**src/design/pdm_rec_pkg.sv**
```systemverilog
package pdm_rec_pkg;

    // ****************************************
    // register map, byte addresses
    // ****************************************
    localparam logic [7:0] REG_CLK_CFG  = 8'h00;
    localparam logic [7:0] REG_EDGE_CFG = 8'h04;
    localparam logic [7:0] REG_CH1_CFG  = 8'h08;
    localparam logic [7:0] REG_CH2_CFG  = 8'h0C;
    localparam logic [7:0] REG_VAD_CFG  = 8'h10;
    localparam logic [7:0] REG_AGC_CFG  = 8'h14;
    localparam logic [7:0] REG_STATUS   = 8'h18;

    // ****************************************
    // field positions
    // ****************************************
    localparam int CLK_DIV_LSB   = 0;
    localparam int CLK_FAM44_BIT = 2;
    localparam int CLK_AUXO_BIT  = 3;
    localparam int CLK_BIDIR_BIT = 4;
    localparam int DATA2_BID_BIT = 5;
    localparam int CH34_EN_LSB   = 6;
    localparam int EDGE_LSB      = 4;
    localparam int SRC_LSB       = 5;
    localparam int VOICE_DETECT_ENABLE_BIT    = 0;
    localparam int VAD_CH_LSB    = 4;
    localparam int VAD_RESP_LSB  = 6;
    localparam int AGC_MAX_LSB   = 0;
    localparam int GAIN_CTRL_TARGET_LEVEL_LSB   = 4;
    localparam int AGC_MAN_LSB   = 8;
    localparam int AGC_EN_BIT    = 12;
    localparam int ST_FLAG_BIT   = 4;
    localparam int ST_GAIN_LSB   = 8;
    localparam int ST_APD_LSB    = 12;
    localparam int ST_REC_BIT    = 14;

    // ****************************************
    // codes and reset values
    // ****************************************
    localparam logic [1:0] SRC_ANALOG   = 2'h0;
    localparam logic [1:0] SRC_DIGITAL  = 2'h1;
    localparam logic [1:0] RESP_IRQ     = 2'h0;
    localparam logic [1:0] RESP_WAKE    = 2'h1;
    localparam logic [3:0] GAIN_CTRL_TARGET_LEVEL_RST  = 4'hE;
    localparam logic [3:0] AGC_MAX_RST  = 4'h7;
    localparam logic [3:0] AGC_MAX_CODE = 4'hF;

    // ****************************************
    // bit clock synthesis at 100 MHz
    // ****************************************
    localparam real        CLOCK_MHZ    = 100.0;
    localparam real        MIC_MHZ_48   = 6.144;
    localparam real        MIC_MHZ_44   = 5.6448;
    localparam logic [31:0] INC_48 = 32'(longint'(MIC_MHZ_48 / CLOCK_MHZ * 4294967296.0));
    localparam logic [31:0] INC_44 = 32'(longint'(MIC_MHZ_44 / CLOCK_MHZ * 4294967296.0));

    // ****************************************
    // decimation and voice detection
    // ****************************************
    localparam int DECIM_RATIO     = 64;
    localparam real ULL_DELAY_192K = 3.7;
    localparam real ULL_DELAY_384K = 4.1;
    localparam logic [15:0] VAD_THRESH_RST = 16'h0400;
    localparam logic [15:0] PCM_MAX = 16'h7FFF;
    localparam logic [7:0]  SQRT2_Q7 = 8'hB5;

    // target amplitude for -6 dB .. -36 dB in 2 dB steps
    localparam logic [15:0] TARGET_AMP [16] = '{
        16'h4027, 16'h32F5, 16'h287A, 16'h2027, 16'h198A, 16'h1449, 16'h101D, 16'h0CCD,
        16'h0A2B, 16'h0813, 16'h066A, 16'h0518, 16'h040C, 16'h0337, 16'h028E, 16'h0207};

    typedef enum logic [1:0] {
        REC_RUN    = 2'b00,
        REC_LISTEN = 2'b01,
        REC_WOKEN  = 2'b10
    } rec_state_e;

endpackage : pdm_rec_pkg

```
**src/design/pdm_bits_if.sv**
```systemverilog
`timescale 1ns/10ps
interface pdm_bits_if #(parameter int NCH = 4, parameter int W = 8);
    logic [NCH-1:0]   bitStrobe;
    logic [NCH-1:0]   bitVal;
    logic             frameTick;
    logic [NCH*W-1:0] raw;
    logic             rawValid;
    modport sampler (output bitStrobe, output bitVal, output frameTick,
                     input raw, input rawValid);
    modport decim   (input bitStrobe, input bitVal, input frameTick,
                     output raw, output rawValid);
endinterface : pdm_bits_if

```
**src/design/pdm_decimator.sv**
```systemverilog
`timescale 1ns/10ps
module pdm_decimator
    import pdm_rec_pkg::*;
#(
    parameter int NCH   = 4,
    parameter int DECIM = DECIM_RATIO,
    parameter int W     = $clog2(DECIM) + 2
)(
    input  wire logic clock,
    input  wire logic nrst,
    pdm_bits_if.decim bits
);
    // ****************************************
    // boxcar decimation, one frame per DECIM bit periods
    // ****************************************
    localparam logic [W-1:0] FRAME_LAST = W'(DECIM - 1);
    localparam logic [W-1:0] DECIM_W    = W'(DECIM);

    logic [W-1:0] frameCnt_q;
    logic         rawValid_q;
    wire          frameEnd = bits.frameTick && (frameCnt_q == FRAME_LAST);

    always_ff @(posedge clock or negedge nrst)
        if (!nrst)
            frameCnt_q <= '0;
        else if (bits.frameTick)
            frameCnt_q <= frameEnd ? '0 : frameCnt_q + 1'b1;

    always_ff @(posedge clock or negedge nrst)
        if (!nrst)
            rawValid_q <= 1'b0;
        else
            rawValid_q <= frameEnd;

    genvar i;
    generate
        for (i = 0; i < NCH; i++)
        begin : g_ch
            logic [W-1:0] ones_q;
            logic [W-1:0] raw_q;
            wire  [W-1:0] addBit = W'(bits.bitStrobe[i] && bits.bitVal[i]);
            wire  [W-1:0] total  = ones_q + addBit;
            // each strobe belongs to one channel only, so the two mics on a
            // shared line never mix
            always_ff @(posedge clock or negedge nrst)
                if (!nrst)
                begin
                    ones_q <= '0;
                    raw_q  <= '0;
                end
                else if (frameEnd)
                begin
                    ones_q <= '0;
                    raw_q  <= (total << 1) - DECIM_W;
                end
                else
                    ones_q <= total;
            assign bits.raw[i*W +: W] = raw_q;
        end
    endgenerate

    // short boxcar keeps latency within a few output samples
    // at the highest rates as well
    assign bits.rawValid = rawValid_q;

endmodule : pdm_decimator

```
**src/design/pdm_mic_record.sv**
```systemverilog
`timescale 1ns/10ps
module pdm_mic_record
    import pdm_rec_pkg::*;
#(
    parameter int          NCH        = 4,
    parameter int          DECIM      = DECIM_RATIO,
    parameter int          PCM_W      = 16,
    parameter logic [15:0] VAD_THRESH = VAD_THRESH_RST
)(
    input  wire logic               clock,
    input  wire logic               nrst,
    input  wire logic               hsel,
    input  wire logic [31:0]        haddr,
    input  wire logic [1:0]         htrans,
    input  wire logic               hwrite,
    input  wire logic [2:0]         hsize,
    input  wire logic [31:0]        hwdata,
    input  wire logic               hready,
    output logic                    hreadyout,
    output logic                    hresp,
    output logic [31:0]             hrdata,
    input  wire logic               auxInputPinFirst,
    input  wire logic               micBiasPinIn,
    output logic                    auxOutputPinFirst,
    input  wire logic               bidirAuxPinIn,
    output logic                    bidirAuxPinOut,
    output logic                    bidirAuxPinOe_n,
    input  wire logic [2*PCM_W-1:0] analogPcm,
    output logic [1:0]              analogPowerDown,
    output logic                    voiceAlert,
    output logic                    pcmValid,
    output logic [NCH*PCM_W-1:0]    pcmOut
);
    localparam int W = $clog2(DECIM) + 2;

    // ****************************************
    // bus slave, zero wait states
    // ****************************************
    logic       wrPend_q;
    logic [7:0] wrAddr_q;
    logic [31:0] hrdata_q;
    logic [31:0] rdMux;

    wire addrPhase = hsel && htrans[1] && hready;

    always_ff @(posedge clock or negedge nrst)
        if (!nrst)
        begin
            wrPend_q <= 1'b0;
            wrAddr_q <= '0;
            hrdata_q <= '0;
        end
        else
        begin
            wrPend_q <= addrPhase && hwrite;
            wrAddr_q <= haddr[7:0];
            hrdata_q <= (addrPhase && !hwrite) ? rdMux : '0;
        end

    assign hreadyout = 1'b1;
    assign hresp     = 1'b0;
    assign hrdata    = hrdata_q;

    wire wrClk  = wrPend_q && (wrAddr_q == REG_CLK_CFG);
    wire wrEdge = wrPend_q && (wrAddr_q == REG_EDGE_CFG);
    wire wrCh1  = wrPend_q && (wrAddr_q == REG_CH1_CFG);
    wire wrCh2  = wrPend_q && (wrAddr_q == REG_CH2_CFG);
    wire wrVad  = wrPend_q && (wrAddr_q == REG_VAD_CFG);
    wire wrAgc  = wrPend_q && (wrAddr_q == REG_AGC_CFG);
    wire wrStat = wrPend_q && (wrAddr_q == REG_STATUS);

    // ****************************************
    // configuration registers
    // ****************************************
    logic [7:0]  clkCfg_q;
    logic [3:0]  edgeSel_q;
    logic [1:0]  ch1Src_q;
    logic [1:0]  ch2Src_q;
    logic [7:0]  vadCfg_q;
    logic [12:0] agcCfg_q;

    always_ff @(posedge clock or negedge nrst)
        if (!nrst)
        begin
            clkCfg_q  <= '0;
            edgeSel_q <= '0;
            ch1Src_q  <= SRC_ANALOG;
            ch2Src_q  <= SRC_ANALOG;
            vadCfg_q  <= '0;
            agcCfg_q  <= {1'b0, 4'h0, GAIN_CTRL_TARGET_LEVEL_RST, AGC_MAX_RST};
        end
        else
        begin
            if (wrClk)  clkCfg_q  <= hwdata[7:0];
            if (wrEdge) edgeSel_q <= hwdata[EDGE_LSB +: 4];
            if (wrCh1)  ch1Src_q  <= hwdata[SRC_LSB +: 2];
            if (wrCh2)  ch2Src_q  <= hwdata[SRC_LSB +: 2];
            if (wrVad)  vadCfg_q  <= hwdata[7:0];
            if (wrAgc)  agcCfg_q  <= hwdata[12:0];
        end

    wire [1:0] divSel      = clkCfg_q[CLK_DIV_LSB +: 2];
    wire       family44    = clkCfg_q[CLK_FAM44_BIT];
    wire       data2Bidir  = clkCfg_q[DATA2_BID_BIT];
    wire       vadEn       = vadCfg_q[VOICE_DETECT_ENABLE_BIT];
    wire [1:0] vadCh       = vadCfg_q[VAD_CH_LSB +: 2];
    wire [1:0] vadResp     = vadCfg_q[VAD_RESP_LSB +: 2];
    wire [3:0] maxGain     = agcCfg_q[AGC_MAX_LSB +: 4];
    wire [3:0] targetCode  = agcCfg_q[GAIN_CTRL_TARGET_LEVEL_LSB +: 4];
    wire [3:0] manualGain  = agcCfg_q[AGC_MAN_LSB +: 4];
    wire       agcEn       = agcCfg_q[AGC_EN_BIT];

    // ch3/ch4 have no analog path, only an enable
    wire [3:0] chDigital = {clkCfg_q[CH34_EN_LSB +: 2],
                            ch2Src_q == SRC_DIGITAL, ch1Src_q == SRC_DIGITAL};
    assign analogPowerDown = chDigital[1:0];

    // ****************************************
    // bit clock synthesis
    // ****************************************
    // phase accumulator: 100 MHz is not a multiple of either family, so the
    // edges jitter by one cycle while the mean rate is exact
    logic [31:0] phase_q;
    logic        micClkPrev_q;
    wire         anyDigital = |chDigital;
    wire  [31:0] phaseInc   = (family44 ? INC_44 : INC_48) >> divSel;
    wire         micClk     = phase_q[31];

    always_ff @(posedge clock or negedge nrst)
        if (!nrst)
        begin
            phase_q      <= '0;
            micClkPrev_q <= 1'b0;
        end
        else
        begin
            phase_q      <= anyDigital ? phase_q + phaseInc : '0;
            micClkPrev_q <= micClk;
        end

    wire rise = micClk && !micClkPrev_q;
    wire fall = !micClk && micClkPrev_q;

    // ****************************************
    // pin routing
    // ****************************************
    // channel-two pins serve the mics only while channel two is not analog
    wire ch2Free     = ch2Src_q != SRC_ANALOG;
    wire clkOnAux    = clkCfg_q[CLK_AUXO_BIT] && ch2Free;
    wire clkOnBidir  = clkCfg_q[CLK_BIDIR_BIT] && !data2Bidir;
    wire dataFirst   = ch2Free && auxInputPinFirst;
    wire dataSecond  = data2Bidir ? bidirAuxPinIn : micBiasPinIn;

    assign auxOutputPinFirst = clkOnAux && micClk;
    assign bidirAuxPinOut    = micClk;
    assign bidirAuxPinOe_n   = !clkOnBidir;

    // ****************************************
    // edge sampling and decimation
    // ****************************************
    pdm_bits_if #(.NCH(NCH), .W(W)) bits ();

    genvar i;
    generate
        for (i = 0; i < NCH; i++)
        begin : g_smp
            // the partner mic drives on the opposite edge
            assign bits.bitStrobe[i] = chDigital[i] && (edgeSel_q[i] ? rise : fall);
            assign bits.bitVal[i]    = (i < 2) ? dataFirst : dataSecond;
        end
    endgenerate
    assign bits.frameTick = rise;

    pdm_decimator #(.NCH(NCH), .DECIM(DECIM), .W(W)) u_decim (
        .clock (clock),
        .nrst  (nrst),
        .bits  (bits)
    );

    // ****************************************
    // gain stage
    // ****************************************
    // gain code g means 3*(g+1) dB: shift per 6 dB, sqrt2 for the odd 3 dB
    function automatic logic signed [PCM_W-1:0] applyGain(
        input logic signed [PCM_W-1:0] x, input logic [3:0] code);
        logic [4:0]         steps;
        logic signed [31:0] w;
        steps = {1'b0, code} + 5'h01;
        w     = 32'(x);
        if (steps[0])
            w = (w * $signed({24'h0, SQRT2_Q7})) >>> 7;
        w = w <<< steps[4:1];
        if (w > $signed({16'h0, PCM_MAX}))
            w = $signed({16'h0, PCM_MAX});
        else if (w < -$signed({16'h0, PCM_MAX}))
            w = -$signed({16'h0, PCM_MAX});
        return w[PCM_W-1:0];
    endfunction : applyGain

    logic [3:0]             agcGain_q;
    logic                   pcmValid_q;
    logic signed [PCM_W-1:0] chPre  [NCH];
    logic signed [PCM_W-1:0] chGain [NCH];
    rec_state_e             state_q;

    wire [3:0] gainCode  = agcEn ? agcGain_q : manualGain;
    wire       recording = state_q != REC_LISTEN;

    generate
        for (i = 0; i < NCH; i++)
        begin : g_pcm
            logic [PCM_W-1:0] out_q;
            // full-density stream lands near half scale, keeps voice threshold reachable
            wire signed [PCM_W-1:0] dig = PCM_W'($signed(bits.raw[i*W +: W])) <<< (PCM_W - W);
            // analog samples enter only on channels one and two
            if (i < 2)
            begin : g_ana
                assign chPre[i] = chDigital[i] ? dig : $signed(analogPcm[i*PCM_W +: PCM_W]);
            end
            else
            begin : g_dig
                assign chPre[i] = chDigital[i] ? dig : '0;
            end
            assign chGain[i] = applyGain(chPre[i], gainCode);
            always_ff @(posedge clock or negedge nrst)
                if (!nrst)
                    out_q <= '0;
                else if (bits.rawValid)
                    out_q <= chGain[i];
            assign pcmOut[i*PCM_W +: PCM_W] = out_q;
        end
    endgenerate

    always_ff @(posedge clock or negedge nrst)
        if (!nrst)
            pcmValid_q <= 1'b0;
        else
            pcmValid_q <= bits.rawValid && recording;
    assign pcmValid = pcmValid_q;

    // ****************************************
    // automatic gain control
    // ****************************************
    wire signed [PCM_W-1:0] watchPre  = chPre[vadCh];
    wire signed [PCM_W-1:0] watchGain = chGain[vadCh];
    wire [PCM_W-1:0] gainMag = watchGain[PCM_W-1] ? PCM_W'(-watchGain) : watchGain;
    wire [PCM_W-1:0] preMag  = watchPre[PCM_W-1] ? PCM_W'(-watchPre) : watchPre;
    wire [PCM_W-1:0] target  = TARGET_AMP[targetCode];
    wire tooLoud = gainMag > target;
    wire tooSoft = gainMag < target;

    // a lowered cap pulls the gain down at once
    always_ff @(posedge clock or negedge nrst)
        if (!nrst)
            agcGain_q <= '0;
        else if (agcGain_q > maxGain)
            agcGain_q <= maxGain;
        else if (agcEn && bits.rawValid)
        begin
            if (tooLoud && agcGain_q != 4'h0)
                agcGain_q <= agcGain_q - 4'h1;
            else if (tooSoft && agcGain_q < maxGain)
                agcGain_q <= agcGain_q + 4'h1;
        end

    // ****************************************
    // voice activity detection
    // ****************************************
    logic voiceFlag_q;
    wire  detect   = vadEn && bits.rawValid && (preMag > VAD_THRESH);
    wire  flagClr  = wrStat && hwdata[ST_FLAG_BIT];

    // a detection in the clearing cycle keeps the flag set
    always_ff @(posedge clock or negedge nrst)
        if (!nrst)
            voiceFlag_q <= 1'b0;
        else if (detect)
            voiceFlag_q <= 1'b1;
        else if (flagClr)
            voiceFlag_q <= 1'b0;

    assign voiceAlert = voiceFlag_q && vadEn && (vadResp != RESP_WAKE);

    always_ff @(posedge clock or negedge nrst)
        if (!nrst)
            state_q <= REC_RUN;
        else
            case (state_q)
                REC_RUN:    if (vadEn && vadResp == RESP_WAKE) state_q <= REC_LISTEN;
                REC_LISTEN: if (!vadEn) state_q <= REC_RUN;
                            else if (detect) state_q <= REC_WOKEN;
                REC_WOKEN:  if (!vadEn) state_q <= REC_RUN;
                default:    state_q <= REC_RUN;
            endcase

    // ****************************************
    // read mux
    // ****************************************
    wire [31:0] statusWord = {17'h0, recording, analogPowerDown, agcGain_q,
                              3'h0, voiceFlag_q, chDigital};
    assign rdMux = (haddr[7:0] == REG_CLK_CFG)  ? {24'h0, clkCfg_q} :
                   (haddr[7:0] == REG_EDGE_CFG) ? {24'h0, edgeSel_q, 4'h0} :
                   (haddr[7:0] == REG_CH1_CFG)  ? {25'h0, ch1Src_q, 5'h0} :
                   (haddr[7:0] == REG_CH2_CFG)  ? {25'h0, ch2Src_q, 5'h0} :
                   (haddr[7:0] == REG_VAD_CFG)  ? {24'h0, vadCfg_q} :
                   (haddr[7:0] == REG_AGC_CFG)  ? {19'h0, agcCfg_q} :
                   (haddr[7:0] == REG_STATUS)   ? statusWord : 32'h0;

    // ****************************************
    // checks
    // ****************************************
    fast48_period_a : assert property (@(posedge clock) disable iff (!nrst || wrClk)
        rise && divSel == 2'h0 && !family44 |=> !rise[*8] ##1 !rise[*7] ##[1:2] rise)
        else $error("6.144 MHz bit clock period out of range");
    fast44_period_a : assert property (@(posedge clock) disable iff (!nrst || wrClk)
        rise && divSel == 2'h0 && family44 |=> !rise[*8] ##1 !rise[*8] ##[1:2] rise)
        else $error("5.6448 MHz bit clock period out of range");
    aux_clock_out_a : assert property (@(posedge clock) disable iff (!nrst)
        rise && clkCfg_q[CLK_AUXO_BIT] && ch2Free |-> auxOutputPinFirst ##1 auxOutputPinFirst)
        else $error("bit clock missing on aux output");
    edge_choice_a : assert property (@(posedge clock) disable iff (!nrst)
        bits.bitStrobe[0] |-> (edgeSel_q[0] ? $rose(micClk) : $fell(micClk)))
        else $error("channel one sampled on wrong edge");
    stream_split_a : assert property (@(posedge clock) disable iff (!nrst)
        edgeSel_q[0] != edgeSel_q[1] |-> !(bits.bitStrobe[0] && bits.bitStrobe[1]))
        else $error("both streams of one line sampled together");
    analog_off_a : assert property (@(posedge clock) disable iff (!nrst)
        $rose(ch1Src_q == SRC_DIGITAL) |-> analogPowerDown[0])
        else $error("analog path not powered down for digital source");
    ch3_digital_a : assert property (@(posedge clock) disable iff (!nrst)
        bits.rawValid && !chDigital[2] |=> pcmOut[2*PCM_W +: PCM_W] == '0)
        else $error("channel three carries a non-digital sample");
    wake_record_a : assert property (@(posedge clock) disable iff (!nrst)
        state_q == REC_LISTEN && detect |=> state_q == REC_WOKEN ##1 recording)
        else $error("voice detection did not wake recording");
    vad_alert_a : assert property (@(posedge clock) disable iff (!nrst)
        detect && vadResp == RESP_IRQ && !wrVad |=> voiceAlert)
        else $error("voice detection did not raise alert");
    gain_cap_a : assert property (@(posedge clock) disable iff (!nrst)
        agcEn && $stable(maxGain) |-> (agcGain_q <= maxGain) or ##1 (agcGain_q == maxGain))
        else $error("automatic gain above maximum");

endmodule : pdm_mic_record

```
**config.mk**
```make
export PLATFORM = sky130hd
export DESIGN_NAME = pdm_mic_record
export DESIGN_NICKNAME = d
export VERILOG_FILES = /design/src/design/pdm_rec_pkg.sv /design/src/design/pdm_bits_if.sv /design/src/design/pdm_decimator.sv /design/src/design/pdm_mic_record.sv
export SDC_FILE = /design/constraint.sdc
export NUM_CORES = 1
export LEC_CHECK = 0
export BUFFER_PORTS_ARGS = -buffer_cell sky130_fd_sc_hd__buf_2
export CORE_ASPECT_RATIO = 0.5
export CORE_MARGIN = 2
export CORE_UTILIZATION = 60
export DETAILED_ROUTE_END_ITERATION = 10
export PLACE_DENSITY = 0.83
export SYNTH_ARGS = -nofsm -noshare
export SYNTH_HDL_FRONTEND = slang
export SYNTH_SLANG_ARGS = --single-unit
```
**constraint.sdc**
```tcl
create_clock -name clock -period 24.2 [get_ports clock]
set_clock_uncertainty 0.1 [all_clocks]
set_input_delay 1.21 -clock clock [delete_from_list [all_inputs] [get_ports clock]]
set_output_delay 1.21 -clock clock [all_outputs]
set_load 0.01 [all_outputs]
```
## Word level (Yosys, flattened, before mapping)

Memory sizes are Yosys's and may differ from the RTL's.
Index checks and enable logic that the tools add are counted.

| word-level totals | value |
|---|---|
| bits in registers | 256 |
| bits in read-only memories | 256 |
| input port bits | 109 |
| logic and storage cells | 204 |
| memories kept | 1 |

| cells by class | value |
|---|---|
| add/subtract/negate cells | 15 |
| multipliers | 4 |
| magnitude comparators | 15 |
| equality and inequality tests | 23 |
| shifts and indexed selects | 5 |
| multiplexer cells | 58 |
| bitwise logic cells | 2 |
| reductions and logical operators | 52 |

Memories:

| name | depth | width | rd ports | clocked after memory_dff | write ports | line | RTL |
|---|---|---|---|---|---|---|---|
| (name not given) | 16 | 16 | 1 | 0 | 0 | pdm_mic_record.sv:248 | `wire [PCM_W-1:0] target = TARGET_AMP[targetCode];` |

Operators by type and width:

| kind | number |
|---|---|
| $mux W16 | 20 |
| $mux W32 | 6 |
| $gt A32 B16 Y1 const B | 4 |
| $lt A32 B16 Y1 const B | 4 |
| $sshl A32 B4 Y32 | 4 |
| $mux W15 | 7 |
| $mul A16 B9 Y25 const B | 4 |
| $bmux W16 S2 | 2 |
| $eq A8 B5 Y1 const B | 6 |
| $mux W8 | 5 |
| $logic_and A1 B1 Y1 | 36 |
| $add A32 B32 Y32 | 1 |
| $add A8 B1 Y8 | 4 |
| $eq A8 B4 Y1 const B | 4 |
| $neg A16 Y16 | 2 |
| $shr A28 B2 Y32 | 1 |
| $sub A8 B7 Y8 const B | 4 |
| $mux W25 | 1 |
| $mux W4 | 5 |
| $eq A8 B3 Y1 const B | 2 |
| $gt A16 B11 Y1 const B | 1 |
| $gt A16 B16 Y1 | 1 |
| $logic_not A8 Y1 | 2 |
| $lt A16 B16 Y1 | 1 |
| 27 further kinds | 47 |

## Depth between registers and ports, before layout

| logic depth | value |
|---|---|
| depth after elaboration | 19 |
| gate-level depth with buffers | 52 |
| mapped depth without buffers | 49 |

## By module

From an unflattened synthesis, not the netlist that was laid out.

| second synthesis, totals | value |
|---|---|
| cells, all modules | 3827 |
| area, all modules | 30324.1 µm² |

Modules (own cells, without submodules):

| module | instances | cells an instance | area each (µm²) | sequential area each (µm²) |
|---|---|---|---|---|
| pdm_mic_record | 1 | 3550 | 27415.0 | 4161.5 |
| pdm_decimator | 1 | 277 | 2909.0 | 1626.6 |

## Worst setup path after synthesis

No wires, ideal clock.

| path | value |
|---|---|
| path kind | input-to-reg |
| from | input analogPcm[12] |
| to | register agcGain_q[3] |
| setup time | 0.077 ns |
| arrival | 10.587 ns |
| setup slack | 13.435 ns |
| cell stages on the path | 45 |
| path through | mux2i_1 > clkinv_1 > ha_1 > inv_1 > fa_1 > inv_1 > fa_1 > inv_1 > fa_1 > inv_1 > ha_1 > clkbuf_1 > a21o_1 > a221oi_1 > o21a_1 > o41a_1 > nand3_1 > and3_1 > [... 9 more ...] > a31oi_1 > xor2_1 > ha_1 > a21o_1 > a21o_1 > a21oi_1 > nor2b_1 > o21ai_0 > nand2b_1 > a221oi_1 > nor3_1 > ha_1 > a21o_1 > a21oi_1 > xnor2_1 > nand2_1 > xor2_1 > a21oi_1 |

| on the way | value |
|---|---|
| word-level cells in the longest chain between the ends | 17 |
| elaborated cells on any way between the ends | 22 |
| those cells by class | add/sub: 1; mul: 1; order compare: 4; shift: 1; mux: 11; reduce/logical: 4 |

Ends and longest elaborated chain:

| what | line | RTL |
|---|---|---|
| from (decl) | pdm_mic_record.sv:28 | `input wire logic [2*PCM_W-1:0] analogPcm,` |
| $mux W16 (*) | pdm_mic_record.sv:218 | `assign chPre[i] = chDigital[i] ? dig : $signed(analogPcm[i*PCM_W +: PCM_W]);` |
| $mul A16 B9 Y25 | pdm_mic_record.sv:191 | `w = (w * $signed({24'h0, SQRT2_Q7})) >>> 7;` |
| $mux W32 (*) | pdm_mic_record.sv:190 | `if (steps[0])` |
| $sshl A32 B4 Y32 (*) | pdm_mic_record.sv:192 | `w = w <<< steps[4:1];` |
| $lt A32 B16 Y1 | pdm_mic_record.sv:195 | `else if (w < -$signed({16'h0, PCM_MAX}))` |
| $mux W16 | pdm_mic_record.sv:195 |  |
| $mux W16 (*) | pdm_mic_record.sv:193 | `if (w > $signed({16'h0, PCM_MAX}))` |
| $bmux W16 S2 (*) | pdm_mic_record.sv:245 | `wire signed [PCM_W-1:0] watchGain = chGain[vadCh];` |
| $mux W16 (not written as such) (*) (2 in series) | pdm_mic_record.sv:245 |  |
| $neg A16 Y16 | pdm_mic_record.sv:246 | `wire [PCM_W-1:0] gainMag = watchGain[PCM_W-1] ? PCM_W'(-watchGain) : watchGain;` |
| $mux W16 (*) | pdm_mic_record.sv:246 |  |
| $gt A16 B16 Y1 | pdm_mic_record.sv:249 | `wire tooLoud = gainMag > target;` |
| $logic_and A1 B1 Y1 | pdm_mic_record.sv:260 | `if (tooLoud && agcGain_q != 4'h0)` |
| $mux W4 | pdm_mic_record.sv:260 |  |
| $mux W4 | pdm_mic_record.sv:258 | `else if (agcEn && bits.rawValid)` |
| $mux W4 | pdm_mic_record.sv:256 | `else if (agcGain_q > maxGain)` |
| to (signal assigned) | pdm_mic_record.sv:257 | `agcGain_q <= maxGain;` |
| to (signal assigned) | pdm_mic_record.sv:261 | `agcGain_q <= agcGain_q - 4'h1;` |
| to (signal assigned) | pdm_mic_record.sv:263 | `agcGain_q <= agcGain_q + 4'h1;` |
| to (decl) | pdm_mic_record.sv:200 | `logic [3:0] agcGain_q;` |

Mark *: on every way between the ends. The rest lies on a longest branch, timed or not. The select of a mux whose other input is x is not followed.
A chain may end at the register's enable or synchronous reset.

## Worst setup path after layout

| path | value |
|---|---|
| from | register ch1Src_q[1] |
| to | register agcGain_q[3] |

| on the way | value |
|---|---|
| word-level cells in the longest chain between the ends | 18 |
| elaborated cells on any way between the ends | 23 |
| those cells by class | add/sub: 1; mul: 1; order compare: 4; eq/ne: 1; shift: 1; mux: 11; reduce/logical: 4 |

Ends and longest elaborated chain:

| what | line | RTL |
|---|---|---|
| from (decl) | pdm_mic_record.sv:77 | `logic [1:0] ch1Src_q;` |
| from (signal assigned) | pdm_mic_record.sv:96 | `if (wrCh1) ch1Src_q <= hwdata[SRC_LSB +: 2];` |
| $eq A2 B1 Y1 (*) | pdm_mic_record.sv:115 | `ch2Src_q == SRC_DIGITAL, ch1Src_q == SRC_DIGITAL};` |
| $mux W16 (*) | pdm_mic_record.sv:218 |  |
| $mul A16 B9 Y25 | pdm_mic_record.sv:191 |  |
| $mux W32 (*) | pdm_mic_record.sv:190 |  |
| $sshl A32 B4 Y32 (*) | pdm_mic_record.sv:192 |  |
| $lt A32 B16 Y1 | pdm_mic_record.sv:195 |  |
| $mux W16 | pdm_mic_record.sv:195 |  |
| $mux W16 (*) | pdm_mic_record.sv:193 |  |
| $bmux W16 S2 (*) | pdm_mic_record.sv:245 |  |
| $mux W16 (not written as such) (*) (2 in series) | pdm_mic_record.sv:245 |  |
| $neg A16 Y16 | pdm_mic_record.sv:246 |  |
| $mux W16 (*) | pdm_mic_record.sv:246 |  |
| $gt A16 B16 Y1 | pdm_mic_record.sv:249 |  |
| $logic_and A1 B1 Y1 | pdm_mic_record.sv:260 |  |
| $mux W4 | pdm_mic_record.sv:260 |  |
| $mux W4 | pdm_mic_record.sv:258 |  |
| $mux W4 | pdm_mic_record.sv:256 |  |

Marks and branches as above.

==> impl_metrics.toml <==
[final_layout]
num-fill-cells = 4177
layout-area-overhead-vs-synth_pct = 5.68
sequential_cell_area_um2 = 5790
most-common-layout-cells = "nand2_1, nor2_1, inv_1, ha_1, dfrtp_1"
drive_gt1_frac = 0.113
fin_cells = 4384
num-nets-final = 4172
multiInputGateArea_um2 = 21600
final_common_cell = "nand2_1"

[sta]
final_period_minus_worst_setup_slack_ps = 13510
worst_path_setup_slack_after_routing_ps = 10690
setup_violations = 0
hold_slack_ps = 375
maxSlewHeadroom = 0.0215
timing.final.max_slew_violations = 0
finalHoldViolCount = 0
setup_total_negative_slack_ps = 0
max_freq_ghz = 0.0740
grt_setup_unrepaired = "false"
fin_crit_sh = 0.558
max_slew.worst_pin.slew_ps = 1450

[critical_path]
timing.reg2reg.worst_path_depth = 46
startpoint_type = "register"
path_max_fanout = 27
crit_buf_inv = 7
critical-path-max-stage-delay_ps = 780
critical_path_depth = 46
cp_slowest_cell = "a211oi_1"
crit_path_end_kind = "register"
timing.setup.critical_path_class = "reg -> reg"
worstPathRequired_ps = 24570
crit_family = "compound AO/OA/AOI/OAI gates"
worst-endpoint-arrival_ps = 13880

[floorplanning]
io_pins = 214
die-area_um2 = 51100
floorplan_die_height_um = 161
initial_utilization = 0.608
placement_rows = 57
dieWidth_um = 318
floorplan.core_area_um2 = 48600

[drt]
vias_per_cell = 6.80
route.vias.total = 29800
antenna_left = 0
drcViolationCount = 0
avgRoutedWirePerCell_um = 23.6
detail_route.first_pass.iterations = 7
drt-initial-drc-count = 4012
finalWirelength_um = 104000

[grt]
grt_util_all_layers = 0.396
antenna_found_initial = 3
grt_overflow = 0
number_of_global_route_vias_before_repair = 28200
first_pass_grt_wire_length_um = 161000
grt_max_degree = 97

[clock_network]
clock_latency_ps = 540
max-clock-path-buffers = 3
cts_made_buffers = 25
cts_post_setup_buffers_inserted = 0
clkTransAtPathRegs_ps = 60
cts_repair_resize_count = 0
htree_levels = 1
clock_tree_root_driver_cell = "clkbuf_16"
tritoncts_clock_tree = "done"
ctsHoldBuffers = 0
clock_sinks = 231

[pwr]
power_density_nw_per_um2 = 108
power.leakage_uw = 0.0146
power.share.combinational = 0.766
ir_drop_mv = 0.0588
p_sw_uw = 1910
clock_share_of_power = 0.112
power.internal_uw = 1440
power.switching_fraction = 0.570
p_seq_frac = 0.122

[logic_synthesis]
number_of_synthesized_flops_with_an_enable_pin = 0
syn-cell-area_um2 = 29500
synth_async_sr_flop_share = 1.00
seq_area_frac_synth = 0.196
netlist_cell_types = 121
ys.flop_type = "dfrtp_1"
ys_seq_elements = 231
syn_avg_cell_area_um2 = 7.92
synthesis.instances = 3730
yosysWarnings = 0

[place]
place.detailed.instances = 4340
dp_worst_setup_slack_ps = 10970
dp.final_hpwl_um = 78800
routabilityCongestion = 1.05
portBuffers = 147

[min_path]
hold_path_depth = 1
timing.hold.worst.class = "reg -> reg"

[outcome]
run_status = "finished clean"

[run]
max_cap_violations = 0
==> metal layers <==
metal,global-route usage,routed length [µm],vias to the layer above,part of all wire
met2,0.601,43800,1745,0.42
met3,0.0977,12500,247,0.12
li1,-,-,13400,-
met1,0.562,44100,14400,0.43
met5,0,9,-,0.000087
met4,0.107,3120,2,0.030
==> logic make-up (layout without fill, tap and decap cells) <==
kind of cell    count (synthesis)  count (layout)  share of synthesized area
other cells                     2              21                   0.000254
buf+inv                       540             526                     0.0768
compound gates               1036            1036                      0.245
flops                         231             231                      0.196
mux                           156             156                     0.0617
fa+ha+maj                     345             345                      0.174
xor+xnor                      133             133                     0.0402
simple gates                 1287            1287                      0.207
==> sequential cells by signal (all words and copies together) (netlist names), 4 cells and up <==
| name | count |
|---|---|
| g_pcm.out_q | 64 |
| phase_q | 32 |
| u_decim.g_ch.ones_q | 28 |
| u_decim.g_ch.raw_q | 28 |
| hrdata | 15 |
| agcCfg_q | 13 |
| clkCfg_q | 8 |
| u_decim.frameCnt_q | 8 |
| vadCfg_q | 8 |
| wrAddr_q | 8 |
| agcGain_q | 4 |
| edgeSel_q | 4 |
==> through the flow <==
| step | power (µW) | util | instance area (µm²) |
|---|---|---|---|
| final | 3360 | 0.643 | 31200 |
| after detailed placement | 2850 | 0.626 | 30400 |
| after CTS | 3240 | 0.643 | 31200 |
| after global routing | 3540 | 0.643 | 31200 |
| after floorplan | 2190 | - | 29600 |
| after global placement | 2830 | 0.626 | 30400 |
==> power by group through the flow <==
stage | Clock [µW] | Combinational [µW] | Sequential, µW
finish | 375 | 2570 | 409
global route | 392 | 2740 | 410
CTS | 375 | 2450 | 409
detailed placement | 0 | 2440 | 415
global placement | 0 | 2410 | 415
floorplan | 0 | 1780 | 409
==> cell type report <==
| class | count | share of cell area |
|---|---|---|
| Multi-Input combinational cell | 2976 | 0.693 |
| Sequential cell | 231 | 0.186 |
| Inverter | 291 | 0.0351 |
| Timing Repair Buffer | 193 | 0.0350 |
| Tap cell | 649 | 0.0260 |
| Clock buffer | 33 | 0.0229 |
| Clock inverter | 9 | 0.00257 |
| Antenna cell | 2 | 0.000160 |
==> cells in the mapped netlist, types with 43 or more instances <==
master | count | area, µm²
a211oi_1 | 59 | 443
a21o_1 | 43 | 323
a21oi_1 | 207 | 1040
a31oi_1 | 71 | 444
and2_1 | 49 | 307
and3_1 | 45 | 282
clkbuf_1 | 143 | 537
dfrtp_1 | 225 | 5630
fa_1 | 108 | 2160
ha_1 | 237 | 2970
inv_1 | 282 | 1060
mux2_2 | 72 | 811
mux2i_1 | 69 | 691
nand2_1 | 377 | 1420
nand2b_1 | 44 | 275
nand3_1 | 120 | 601
nor2_1 | 360 | 1350
nor3_1 | 99 | 495
o211ai_1 | 44 | 330
o21a_1 | 44 | 330
o21ai_0 | 196 | 981
xnor2_1 | 77 | 674
xor2_1 | 53 | 464
==> final timing paths <==
| path | slack, ps | from | to |
|---|---|---|---|
| setup / recovery | 10690 | ch1Src_q[1] | agcGain_q[3] |
| hold / removal | 370 | g_pcm[0].out_q[8] | g_pcm[0].out_q[8] |
| setup reg to reg | 10690 | ch1Src_q[1] | agcGain_q[3] |
| hold reg to reg | 370 | g_pcm[0].out_q[8] | g_pcm[0].out_q[8] |
| max in group asynchronous | 22000 | nrst | g_pcm[2].out_q[15] |
| min in group asynchronous | 570 | nrst | hrdata[14] |
(Power assumes the default switching activity.)
